File: config.mk
export PLATFORM = sky130hd
export DESIGN_NAME = pwmc_top
export DESIGN_NICKNAME = d
export VERILOG_FILES = /design/src/hdl/pwmc_pkg.sv /design/src/hdl/pwmc_scaler.sv /design/src/hdl/pwmc_top.sv
export SDC_FILE = /design/constraint.sdc
export NUM_CORES = 1
export LEC_CHECK = 0
export BUFFER_PORTS_ARGS = -buffer_cell sky130_fd_sc_hd__buf_4
export CAP_MARGIN = 20
export CORE_UTILIZATION = 56
export DETAILED_ROUTE_END_ITERATION = 12
export PLACE_DENSITY = 0.74
export SLEW_MARGIN = 10
export SYNTH_ARGS = -nofsm -noshare
export SYNTH_HDL_FRONTEND = slang
export SYNTH_SLANG_ARGS = --single-unit
File: constraint.sdc
create_clock -name pclk -period 9.7 [get_ports pclk]
set_input_delay 0 -clock pclk [delete_from_list [all_inputs] [get_ports pclk]]
set_output_delay 0 -clock pclk [all_outputs]
set_load 0.02 [all_outputs]
File: src/hdl/pwmc_pkg.sv
// ****************************************************************
// register map, field layout and channel state of the pwm core
// ****************************************************************
package pwmc_pkg;

    localparam int         PWMC_NUM_CH     = 4;

    // register byte offsets on the apb
    localparam logic [7:0] OFF_CLK_CAT     = 8'h00;
    localparam logic [7:0] OFF_SEL_POL     = 8'h04;
    localparam logic [7:0] OFF_ENABLE      = 8'h08;
    localparam logic [7:0] OFF_PRESCALE    = 8'h0C;
    localparam logic [7:0] OFF_SCALE0      = 8'h10;
    localparam logic [7:0] OFF_SCALE1      = 8'h14;
    localparam logic [7:0] OFF_CONTROL     = 8'h18;
    localparam logic [7:0] OFF_PIN_LEVEL   = 8'h1C;
    localparam logic [7:0] OFF_COUNTER0    = 8'h20;
    localparam logic [7:0] OFF_PERIOD0     = 8'h30;
    localparam logic [7:0] OFF_DUTY0       = 8'h40;

    // upper address nibble of the per-channel register groups
    localparam logic [3:0] GRP_COUNTER     = 4'h2;
    localparam logic [3:0] GRP_PERIOD      = 4'h3;
    localparam logic [3:0] GRP_DUTY        = 4'h4;

    // clocks_and_concatenate fields
    localparam int         FLD_JOIN_HI     = 7;
    localparam int         FLD_JOIN_LO     = 6;
    localparam int         FLD_CLKB_LSB    = 3;
    localparam int         FLD_CLKA_LSB    = 0;
    // clock_select_and_polarity fields
    localparam int         FLD_SRC_LSB     = 4;
    localparam int         FLD_POL_LSB     = 0;
    // control register field
    localparam int         FLD_CENTER      = 0;

    // reset values
    localparam logic [7:0] RST_BYTE        = 8'h00;
    localparam logic [6:0] RST_PRESCALE    = 7'h00;
    localparam logic [3:0] RST_NIBBLE      = 4'h0;

    // state of one channel counter and its active latches
    typedef struct packed {
        logic [7:0] cnt;
        logic [7:0] per;
        logic [7:0] duty;
        logic       up;
        logic       en;
    } pwmc_chan_type;

    localparam pwmc_chan_type RST_CHAN = '{
        cnt: 8'h00, per: 8'h00, duty: 8'h00, up: 1'b1, en: 1'b0
    };

endpackage

File: src/hdl/pwmc_scaler.sv
`timescale 1ns/1ps

// ****************************************************************
// scaled clock: divides its input tick by (scale + 1) * 2
// ****************************************************************
module pwmc_scaler import pwmc_pkg::*; (
    input  wire logic       pclk,
    input  wire logic       presetn,
    input  wire logic       tick_in,
    input  wire logic [7:0] scale,
    input  wire logic       load,
    output wire logic       tick_out
);

    logic [7:0] count;
    logic [7:0] next_count;
    logic       phase;
    logic       next_phase;

    // down counter reloads at zero, phase halves the reload rate
    always_comb begin
        next_count = count;
        next_phase = phase;
        if (load) begin
            next_count = scale;
        end else if (tick_in) begin
            if (count == 8'h00) begin
                next_count = scale;
                next_phase = ~phase;
            end else begin
                next_count = count - 8'h01;
            end
        end
    end

    always_ff @(posedge pclk or negedge presetn) begin
        if (!presetn) begin
            count <= RST_BYTE;
            phase <= 1'b0;
        end else begin
            count <= next_count;
            phase <= next_phase;
        end
    end

    // one pulse per two reloads
    assign tick_out = tick_in & ~load & (count == 8'h00) & phase;

endmodule // pwmc_scaler

File: src/hdl/pwmc_top.sv
`timescale 1ns/1ps

// Operation
// - four 8-bit channels, pairs may join 16-bit
// - enabled: new period/duty wait for rollover
// - disabled: writes reach active latches directly
// - counter write clears count, latches buffers
// - enabled channel owns its port pin
// - joined pair 2/3: pin 2, clock 3
// - joined pair 0/1: pin 0, clock 1
// - clock A is E over two-power field
// - clock B same encoding, channels 2/3
// - source bit picks A/B or scaled clock
// - source change may bend one pulse
// - start level from polarity, flip at duty
// - duty counts low or high time
// - enable forces pin output, direction bit kept
// - clocks gated; prescaler stops when all off
// - enable gating switches on clock ticks only
// - waveform starts on next source clock tick
// - 7-bit prescaler, written only in special mode
// - scaled clock 1 is B over even factor
// - channel counters readable while running
// - left or center aligned operation
// - scaled clock 0 is A/(scale+1)/2
// - left wraps at period, center reverses
// - toggle at duty, none if duty >= period
module pwmc_top import pwmc_pkg::*; (
    input  wire logic        pclk,
    input  wire logic        presetn,
    input  wire logic        psel,
    input  wire logic        penable,
    input  wire logic        pwrite,
    input  wire logic [7:0]  paddr,
    input  wire logic [31:0] pwdata,
    output logic      [31:0] prdata,
    output logic             pready,
    output logic             pslverr,
    input  wire logic        special_mode_flag,
    input  wire logic [3:0]  pin_direction_bits,
    input  wire logic [3:0]  port_data,
    input  wire logic [3:0]  pin_in,
    output logic      [3:0]  pin_out,
    output logic      [3:0]  pin_oe
);

    // ****************************************************************
    // declarations
    // ****************************************************************
    logic [7:0]    clk_cat;
    logic [7:0]    sel_pol;
    logic [3:0]    enable_channels;
    logic          center_align_sel;
    logic [7:0]    scale_value_0;
    logic [7:0]    scale_value_1;
    logic [7:0]    per_buf [PWMC_NUM_CH];
    logic [7:0]    duty_buf [PWMC_NUM_CH];
    logic [7:0]    next_clk_cat;
    logic [7:0]    next_sel_pol;
    logic [3:0]    next_enable;
    logic          next_center;
    logic [7:0]    next_scale0;
    logic [7:0]    next_scale1;
    logic [7:0]    next_per_buf [PWMC_NUM_CH];
    logic [7:0]    next_duty_buf [PWMC_NUM_CH];
    logic [6:0]    prescale_counter;
    logic [6:0]    next_prescale;
    logic [31:0]   next_prdata;
    logic          next_pready;
    logic          next_pslverr;
    logic [31:0]   rd_data;
    logic          mapped;
    logic          wr_en;
    logic          pres_wr;
    logic          scale0_wr;
    logic          scale1_wr;
    logic [3:0]    per_wr;
    logic [3:0]    cnt_wr;
    logic [3:0]    pin_meta;
    logic [3:0]    pin_sync;
    logic          run;
    logic          tick_a;
    logic          tick_b;
    logic          tick_s0;
    logic          tick_s1;
    pwmc_chan_type chan_q [PWMC_NUM_CH];
    logic [15:0]   u_next_cnt [PWMC_NUM_CH];
    logic          u_next_up [PWMC_NUM_CH];
    logic          u_latch [PWMC_NUM_CH];
    logic          u_level [PWMC_NUM_CH];
    logic          u_tick [PWMC_NUM_CH];
    logic [3:0]    next_pin_out;
    logic [3:0]    next_pin_oe;

    // ****************************************************************
    // apb slave
    // ****************************************************************

    // decode: word aligned, two scalar rows and three channel rows
    assign mapped = (paddr[1:0] == 2'b00) &&
                    ((paddr[7:5] == 3'b000) || (paddr[7:4] == GRP_COUNTER) ||
                     (paddr[7:4] == GRP_PERIOD) || (paddr[7:4] == GRP_DUTY));
    assign wr_en     = psel & penable & pready & pwrite & mapped;
    assign pres_wr   = wr_en & (paddr == OFF_PRESCALE);
    assign scale0_wr = wr_en & (paddr == OFF_SCALE0);
    assign scale1_wr = wr_en & (paddr == OFF_SCALE1);

    // read mux, counters return the live count
    always_comb begin
        rd_data = 32'h0000_0000;
        case (paddr)
            OFF_CLK_CAT:   rd_data[7:0] = clk_cat;
            OFF_SEL_POL:   rd_data[7:0] = sel_pol;
            OFF_ENABLE:    rd_data[3:0] = enable_channels;
            OFF_PRESCALE:  rd_data[6:0] = prescale_counter;
            OFF_SCALE0:    rd_data[7:0] = scale_value_0;
            OFF_SCALE1:    rd_data[7:0] = scale_value_1;
            OFF_CONTROL:   rd_data[FLD_CENTER] = center_align_sel;
            OFF_PIN_LEVEL: rd_data[3:0] = pin_sync;
            default: begin
                if (paddr[7:4] == GRP_COUNTER) begin
                    rd_data[7:0] = chan_q[paddr[3:2]].cnt;
                end else if (paddr[7:4] == GRP_PERIOD) begin
                    rd_data[7:0] = per_buf[paddr[3:2]];
                end else if (paddr[7:4] == GRP_DUTY) begin
                    rd_data[7:0] = duty_buf[paddr[3:2]];
                end
            end
        endcase
    end

    // zero-wait answer: ready and data come in the first access cycle
    always_comb begin
        next_pready  = psel & ~penable;
        next_pslverr = psel & ~penable & ~mapped;
        next_prdata  = (psel & ~penable & ~pwrite) ? rd_data : prdata;
    end

    always_ff @(posedge pclk or negedge presetn) begin
        if (!presetn) begin
            prdata  <= 32'h0000_0000;
            pready  <= 1'b0;
            pslverr <= 1'b0;
        end else begin
            prdata  <= next_prdata;
            pready  <= next_pready;
            pslverr <= next_pslverr;
        end
    end

    // ****************************************************************
    // control registers and period/duty buffers
    // ****************************************************************

    // software writes land here; channel rows hold the buffered values
    always_comb begin
        next_clk_cat = clk_cat;
        next_sel_pol = sel_pol;
        next_enable  = enable_channels;
        next_center  = center_align_sel;
        next_scale0  = scale_value_0;
        next_scale1  = scale_value_1;
        if (wr_en && (paddr == OFF_CLK_CAT)) next_clk_cat = pwdata[7:0];
        if (wr_en && (paddr == OFF_SEL_POL)) next_sel_pol = pwdata[7:0];
        if (wr_en && (paddr == OFF_ENABLE))  next_enable  = pwdata[3:0];
        if (wr_en && (paddr == OFF_CONTROL)) next_center  = pwdata[FLD_CENTER];
        if (scale0_wr) next_scale0 = pwdata[7:0];
        if (scale1_wr) next_scale1 = pwdata[7:0];
        for (int c = 0; c < PWMC_NUM_CH; c++) begin
            next_per_buf[c]  = per_buf[c];
            next_duty_buf[c] = duty_buf[c];
            if (per_wr[c]) next_per_buf[c] = pwdata[7:0];
            if (wr_en && (paddr[7:4] == GRP_DUTY) && (paddr[3:2] == 2'(c))) begin
                next_duty_buf[c] = pwdata[7:0];
            end
        end
    end

    // all control state clears on reset
    always_ff @(posedge pclk or negedge presetn) begin
        if (!presetn) begin
            clk_cat          <= RST_BYTE;
            sel_pol          <= RST_BYTE;
            enable_channels  <= RST_NIBBLE;
            center_align_sel <= 1'b0;
            scale_value_0    <= RST_BYTE;
            scale_value_1    <= RST_BYTE;
            for (int c = 0; c < PWMC_NUM_CH; c++) begin
                per_buf[c]  <= RST_BYTE;
                duty_buf[c] <= RST_BYTE;
            end
        end else begin
            clk_cat          <= next_clk_cat;
            sel_pol          <= next_sel_pol;
            enable_channels  <= next_enable;
            center_align_sel <= next_center;
            scale_value_0    <= next_scale0;
            scale_value_1    <= next_scale1;
            for (int c = 0; c < PWMC_NUM_CH; c++) begin
                per_buf[c]  <= next_per_buf[c];
                duty_buf[c] <= next_duty_buf[c];
            end
        end
    end

    // ****************************************************************
    // prescaler, clock A/B ticks and scaled clocks
    // ****************************************************************

    // tick when the low sel bits of the prescaler are all ones
    function automatic logic div_tick(input logic [6:0] cnt, input logic [2:0] sel);
        logic [7:0] mask;
        mask = (8'h01 << sel) - 8'h01;
        return &(cnt | ~mask[6:0]);
    endfunction

    assign run = |enable_channels;

    // free running while any channel is on, writable in special mode
    always_comb begin
        next_prescale = prescale_counter;
        if (run) next_prescale = prescale_counter + 7'h01;
        if (pres_wr && special_mode_flag) next_prescale = pwdata[6:0];
    end

    always_ff @(posedge pclk or negedge presetn) begin
        if (!presetn) begin
            prescale_counter <= RST_PRESCALE;
        end else begin
            prescale_counter <= next_prescale;
        end
    end

    assign tick_a = run & div_tick(prescale_counter, clk_cat[FLD_CLKA_LSB +: 3]);
    assign tick_b = run & div_tick(prescale_counter, clk_cat[FLD_CLKB_LSB +: 3]);

    // scaled clock 0 from clock A, scaled clock 1 from clock B
    pwmc_scaler u_scale0 (
        .pclk     (pclk),
        .presetn  (presetn),
        .tick_in  (tick_a),
        .scale    (scale_value_0),
        .load     (scale0_wr),
        .tick_out (tick_s0)
    );

    pwmc_scaler u_scale1 (
        .pclk     (pclk),
        .presetn  (presetn),
        .tick_in  (tick_b),
        .scale    (scale_value_1),
        .load     (scale1_wr),
        .tick_out (tick_s1)
    );

    // ****************************************************************
    // channels: each low channel can carry its pair as one 16-bit unit
    // ****************************************************************
    for (genvar c = 0; c < PWMC_NUM_CH; c++) begin : g_ch
        localparam int HI   = c - (c % 2);
        localparam int LO   = HI + 1;
        localparam int MATE = HI + LO - c;
        logic          join_p;
        logic          hi_half;
        logic          src;
        logic          base_tick;
        logic          en_sw;
        logic          pol;
        logic          clr;
        logic [15:0]   ucnt;
        logic [15:0]   uper;
        logic [15:0]   uduty;
        logic [15:0]   next_ucnt;
        logic          next_up;
        logic          latch;
        pwmc_chan_type q;
        pwmc_chan_type next_q;

        assign join_p  = (HI == 0) ? clk_cat[FLD_JOIN_LO] : clk_cat[FLD_JOIN_HI];
        assign hi_half = join_p && (c == HI);
        // joined pair runs from the low channel's source and clock
        assign src     = sel_pol[FLD_SRC_LSB + (join_p ? LO : c)];
        assign base_tick = (HI == 0) ? (src ? tick_s0 : tick_a)
                                     : (src ? tick_s1 : tick_b);
        assign en_sw   = join_p ? enable_channels[HI] : enable_channels[c];
        assign pol     = sel_pol[FLD_POL_LSB + (join_p ? HI : c)];
        assign per_wr[c] = wr_en && (paddr[7:4] == GRP_PERIOD) && (paddr[3:2] == 2'(c));
        assign cnt_wr[c] = wr_en && (paddr[7:4] == GRP_COUNTER) && (paddr[3:2] == 2'(c));
        assign clr     = cnt_wr[c] | (join_p & cnt_wr[MATE]);
        assign u_tick[c] = base_tick & q.en;
        assign ucnt    = join_p ? {chan_q[HI].cnt, chan_q[LO].cnt} : {8'h00, q.cnt};
        assign uper    = join_p ? {chan_q[HI].per, chan_q[LO].per} : {8'h00, q.per};
        assign uduty   = join_p ? {chan_q[HI].duty, chan_q[LO].duty} : {8'h00, q.duty};

        // unit counter: left wraps at period, center bounces
        always_comb begin
            next_ucnt = ucnt;
            next_up   = q.up;
            latch     = 1'b0;
            if (u_tick[c]) begin
                if (!center_align_sel) begin
                    if (ucnt == uper) begin
                        next_ucnt = 16'h0000;
                        latch     = 1'b1;
                    end else begin
                        next_ucnt = ucnt + 16'h0001;
                    end
                end else if (q.up) begin
                    if (ucnt >= uper) begin
                        next_up   = 1'b0;
                        next_ucnt = (ucnt == 16'h0000) ? ucnt : ucnt - 16'h0001;
                    end else begin
                        next_ucnt = ucnt + 16'h0001;
                    end
                end else if (ucnt == 16'h0000) begin
                    next_up   = 1'b1;
                    latch     = 1'b1;
                    next_ucnt = (uper == 16'h0000) ? 16'h0000 : 16'h0001;
                end else begin
                    next_ucnt = ucnt - 16'h0001;
                end
            end
            if (clr) begin
                next_ucnt = 16'h0000;
                next_up   = 1'b1;
                latch     = 1'b1;
            end
        end

        assign u_next_cnt[c] = next_ucnt;
        assign u_next_up[c]  = next_up;
        assign u_latch[c]    = latch;
        // start level until the count passes duty; no flip if duty >= period
        assign u_level[c]    = pol ^ ((uduty < uper) && (ucnt > uduty));

        // channel state: high half of a joined pair follows the low unit
        always_comb begin
            next_q     = q;
            next_q.en  = base_tick ? en_sw : q.en;
            next_q.cnt = hi_half ? u_next_cnt[LO][15:8] : u_next_cnt[c][7:0];
            next_q.up  = hi_half ? u_next_up[LO] : u_next_up[c];
            if ((hi_half ? u_latch[LO] : u_latch[c]) || !en_sw) begin
                next_q.per  = per_buf[c];
                next_q.duty = duty_buf[c];
            end
        end

        always_ff @(posedge pclk or negedge presetn) begin
            if (!presetn) begin
                q <= RST_CHAN;
            end else begin
                q <= next_q;
            end
        end

        assign chan_q[c] = q;

        // pin: enable forces output and waveform (polarity on the odd channel of a joined pair), else port data/direction
        assign next_pin_oe[c]  = enable_channels[c] | pin_direction_bits[c];
        assign next_pin_out[c] = !enable_channels[c] ? port_data[c] :
                                 hi_half ? u_level[LO] :
                                 join_p ? sel_pol[FLD_POL_LSB + c] : u_level[c];
    end

    // ****************************************************************
    // pins
    // ****************************************************************

    // registered pin drive and two-stage input synchroniser
    always_ff @(posedge pclk or negedge presetn) begin
        if (!presetn) begin
            pin_out  <= RST_NIBBLE;
            pin_oe   <= RST_NIBBLE;
            pin_meta <= RST_NIBBLE;
            pin_sync <= RST_NIBBLE;
        end else begin
            pin_out  <= next_pin_out;
            pin_oe   <= next_pin_oe;
            pin_meta <= pin_in;
            pin_sync <= pin_meta;
        end
    end

    // ****************************************************************
    // checks
    // ****************************************************************
    prescale_stop_a: assert property (@(posedge pclk) disable iff (!presetn)
        (enable_channels == 4'h0) && !pres_wr |=> $stable(prescale_counter))
        else $error("prescaler moved with all channels off");

    prescale_normal_a: assert property (@(posedge pclk) disable iff (!presetn)
        pres_wr && !special_mode_flag |=>
        (prescale_counter == $past(prescale_counter)) ||
        (prescale_counter == $past(prescale_counter) + 7'h01))
        else $error("prescaler written outside special mode");

    counter_clear_a: assert property (@(posedge pclk) disable iff (!presetn)
        cnt_wr[1] |=> (chan_q[1].cnt == 8'h00) && (chan_q[1].per == $past(per_buf[1])))
        else $error("counter write did not clear and latch");

    period_direct_a: assert property (@(posedge pclk) disable iff (!presetn)
        per_wr[1] && !enable_channels[1] && !cnt_wr[1] ##1 !enable_channels[1]
        |=> chan_q[1].per == $past(pwdata[7:0], 2))
        else $error("disabled period write not applied");

    period_buffer_a: assert property (@(posedge pclk) disable iff (!presetn)
        enable_channels[1] && !clk_cat[FLD_JOIN_LO] && !u_latch[1] && !cnt_wr[1]
        |=> $stable(chan_q[1].per))
        else $error("active period changed before rollover");

    left_wrap_a: assert property (@(posedge pclk) disable iff (!presetn)
        u_tick[1] && !center_align_sel && !clk_cat[FLD_JOIN_LO] && !cnt_wr[1] &&
        (chan_q[1].cnt == chan_q[1].per) |=> chan_q[1].cnt == 8'h00)
        else $error("left aligned counter missed its wrap");

    oe_force_a: assert property (@(posedge pclk) disable iff (!presetn)
        enable_channels[2] |=> pin_oe[2])
        else $error("enabled channel pin not driven");

    no_toggle_a: assert property (@(posedge pclk) disable iff (!presetn)
        enable_channels[3] && !clk_cat[FLD_JOIN_HI] &&
        (chan_q[3].duty >= chan_q[3].per) |=> pin_out[3] == $past(sel_pol[FLD_POL_LSB + 3]))
        else $error("output toggled with duty at or above period");

    apb_answer_a: assert property (@(posedge pclk) disable iff (!presetn)
        psel && !penable |=> pready && (pslverr == !$past(mapped)))
        else $error("apb answer missing");

endmodule // pwmc_top

==> summary.md <==
| Metric | Value |
|---|---|
| Largest net degree at the start of global routing | 124 |
| Pwr/cell area | between 100 and 150 nW/µm² |
| # port buffers | slightly above 50 |
| Setup TNS | 0 ns |
| Outcome | finished clean |
| Synthesized netlist cell count | about 2000 |
| Crit end category | register |
| Reg2Reg Depth | 12 |
| Drt pass-1 iters | 6 |
| Starting Density | 0.567 |
| RSZ-0062 raised after global routing | no |
| Dominant synthesized flop cell | dfrtp_1 |
| TritonCTS buffer count | 28 |
| Layout Skew | 0.0264 ns |
| Io pins | 100 |
| Final hold vios | 0 |
| P&R area growth vs syn | 9.71% |
| Die Span Y | between 150 and 200 µm |
| Slew margin rel. | 0.308 |
| Fill cells | between 2000 and 3000 |
| Final critical-path share of the clock period | 0.508 |
| First-pass GRT wire length | 89800 µm |
| Crit path required time | ~10 ns |
| Worst Hold Class | input port to register |
| CP max stage delay | around 0.70 ns |
| Hold endpoint | prescale_counter[0] |
| Final min period | between 4 and 5 ns |
| Crit path DAT | approximately 5.4 ns |
| Nets | 2292 |
| Startpoint Class | register |
| DP HPWL | ~44000 µm |
| CTS tree | done |
| Top post-synthesis cells by count | dfrtp_1 (252), nand2_1 (221), mux2_2 (155), ha_1 (153), a21oi_1 (134) |
| Seq/Total Area, Yosys | 0.338 |
| Max VDD drop | 136 µV |
| Clock root buffer | clkbuf_16 |
| Initial antenna violation count | 0 |
| GR Overflow Total | 0 |
| Synth Area per Inst | roughly 9.3 µm² |
| Pre-CTS setup slack | roughly 5.0 ns |
| Clk Latency, worst-skew pair | between 0.5 and 0.6 ns |
| Vias in the first global route | about 16000 |
| DR iter-0 viols | roughly 1700 |
| Pleak | just under 10 nW |
| Ys async rst share | 1.00 |
| Setup-failing EPs final | 0 |
| Core box area | approximately 33000 µm² |
| Overall Global Routing Usage | 0.339 |
| CP Class | register to register |
| Worst hold path startpoint | special_mode_flag |
| Reg-to-reg startpoint | clk_cat[6] |
| Final wirelength | 58000 µm |
| Htree depth | 1 |
| WL per Instance | 22.8 µm |
| Setup WS post-layout | 4.78 ns |
| Via Count | 16800 |
| Achievable frequency | roughly 0.2 GHz |
| Post-CTS setup buffer count | 0 |
| CTS Buffer Depth | 3 |
| Max capacitance violation total | 0 |
| Synth Register Bits | roughly 260 |
| Critical path cell sequence | buf_4 -> mux2i_1 -> inv_1 -> ha_1 -> nand4_1 -> nor4_1 -> or4b_2 -> a41oi_1 -> nand2b_1 -> o32ai_1 -> a32oi_1 -> nand3_1 |
| Die X | around 190 µm |
| CTS Sinks | ~260 |
| Min-Delay Path Depth | 4 |
| Die area | between 30000 and 40000 µm² |
| Synth Cell Area | 19000 µm² |
| Synth unique cells | 86 |
| Post-synth EDFFs | 0 |
| R2r endpoint | chan_q[103] |
| Yosys warns | 0 |
| Cell Rows | 67 |
| Top-count cell post-synth | dfrtp_1 |
| Crit-path max FO | 73 |
| Area leader, netlist | dfrtp_1 |
| Internal reg-to-reg setup slack | 4.78 ns |
| CP max-delay cell | a41oi_1 |
| Layout cell share with drive strength beyond 1 | 0.165 |
| Post-route DRC | 0 |
| Area contributors post-synth | dfrtp_1 (33%), ha_1 (10%), mux2_2 (9.2%), nand2_1 (4.4%), a21oi_1 (3.5%) |
| Slew Viols, Final | 0 |
| Routed vias/inst | approximately 6.6 |
| CTS clk-pin slew, worst paths | about 0.060 ns |
| Post-synth top area share | 0.333 |
| DRT antenna net count | 0 |
| GP Congestion | roughly 1.0 |
| Worst slew pin tran | 1.04 ns |
-- per-stage QoR --
| step | power, W | instance area, µm² | instances | util | hold WS, ns |
|---|---|---|---|---|---|
| 3_3_place_gp | 0.00126 | 19600 | 2468 | 0.585 | 0.110 |
| 2_1_floorplan | 0.00119 | 19000 | 2071 | - | -0.296 |
| 4_1_cts | 0.00234 | 20800 | 2546 | 0.621 | 0.0256 |
| 5_1_grt | 0.00240 | 20800 | 2549 | 0.622 | 0.0741 |
| 6_report | 0.00233 | 20800 | 2550 | 0.622 | 0.0478 |
| 3_5_place_dp | 0.00126 | 19600 | 2468 | 0.585 | 0.111 |
-- layout make-up --
type                            count  area, µm²  area share
Multi-Input combinational cell   1576      11600       0.559
Sequential cell                   256       6410       0.308
Timing Repair Buffer               99        818      0.0393
Clock buffer                       34        774      0.0372
Tap cell                          448        561      0.0269
Inverter                          120        450      0.0217
Clock inverter                     16        153     0.00734
Antenna cell                        1       2.50    0.000120
-- cells by family (layout without fill, tap and decap cells) --
logic type	Yosys count	after routing	share of synthesized area
adders and majority gates	153	153	0.101
buffers and inverters	239	269	0.0534
DFF	256	256	0.338
and+or+nand+nor	648	648	0.170
xor gates and xnor gates	26	26	0.0120
other	1	25	0.000198
muxes	255	255	0.166
AOI/OAI and AO/OA	470	470	0.159
-- state kept, by name, summed over array words and instances (netlist names) --
signal,count
center_align_sel,1
chan_q,104
clk_cat,8
duty_buf,32
enable_channels,4
per_buf,32
pin_meta,4
pin_oe,4
pin_out,4
pin_sync,4
prdata,8
pready,1
prescale_counter,7
pslverr,1
scale_value_0,8
scale_value_1,8
sel_pol,8
u_scale0.count,8
u_scale0.phase,1
u_scale1.count,8
u_scale1.phase,1
-- layer usage --
metal	share of wire	track usage	up-vias
met5	0	0	-
met4	0.047	0.150	0
met3	0.084	0.0518	156
met2	0.45	0.527	854
met1	0.42	0.467	8131
li1	-	-	7614
-- power by group --
part | total (W) | switching [W] | internal (W)
clock | 0.00108 | 0.000451 | 0.000624
combinational | 0.000158 | 0.000101 | 0.0000571
sequential | 0.00109 | 0.0000123 | 0.00108
-- critical path: cells and delay by family (launching register included) --
kind,cells,cell delay (ns)
fa+ha+maj,1,0.35
mux,1,0.44
simple gates,5,1.51
buf+inv,2,0.88
compound gates,3,1.24
flops,1,0.38
-- layout by cell type, fill, tap and decap left out, types with 10 or more instances in the layout --
| cell | instances |
|---|---|
| o22ai_1 | 16 |
| mux4_2 | 29 |
| a22oi_1 | 12 |
| nor2_1 | 107 |
| or3_1 | 14 |
| dfrtp_1 | 250 |
| and4_1 | 10 |
| nand2b_1 | 15 |
| and2_1 | 14 |
| mux2_2 | 155 |
| conb_1 | 24 |
| nand3_1 | 68 |
| and3_1 | 19 |
| buf_4 | 68 |
| a21oi_1 | 134 |
| a31oi_1 | 18 |
| nand2_1 | 221 |
| mux2i_1 | 61 |
| nor3_1 | 58 |
| nor2b_1 | 13 |
| xnor2_1 | 16 |
| ha_1 | 153 |
| xor2_1 | 10 |
| o31ai_1 | 15 |
| a21o_1 | 10 |
| clkbuf_16 | 29 |
| nor4_1 | 23 |
| o211ai_1 | 19 |
| a211oi_1 | 16 |
| nand4_1 | 41 |
| o21ai_0 | 116 |
| o21a_1 | 16 |
| dlygate4sd3_1 | 28 |
| inv_1 | 120 |
-- worst max-delay path by stage --
stage                           from     endpoint  cells after the start
after global routing      clk_cat[6]  chan_q[100]                     12
after CTS                 clk_cat[6]  chan_q[100]                     12
after floorplan           clk_cat[6]   chan_q[75]                     16
after detailed placement  clk_cat[6]  chan_q[103]                     12
final                     clk_cat[6]  chan_q[103]                     12
after global placement    clk_cat[6]  chan_q[103]                     12
-- what timing repair did --
| action | 4_1_cts | 5_1_grt |
|---|---|---|
| hold endpoints to repair | 251 | 0 |
| hold buffers | 28 | 0 |
| gates resized for setup | 0 | 0 |
Power figures use the tool's default switching activity.
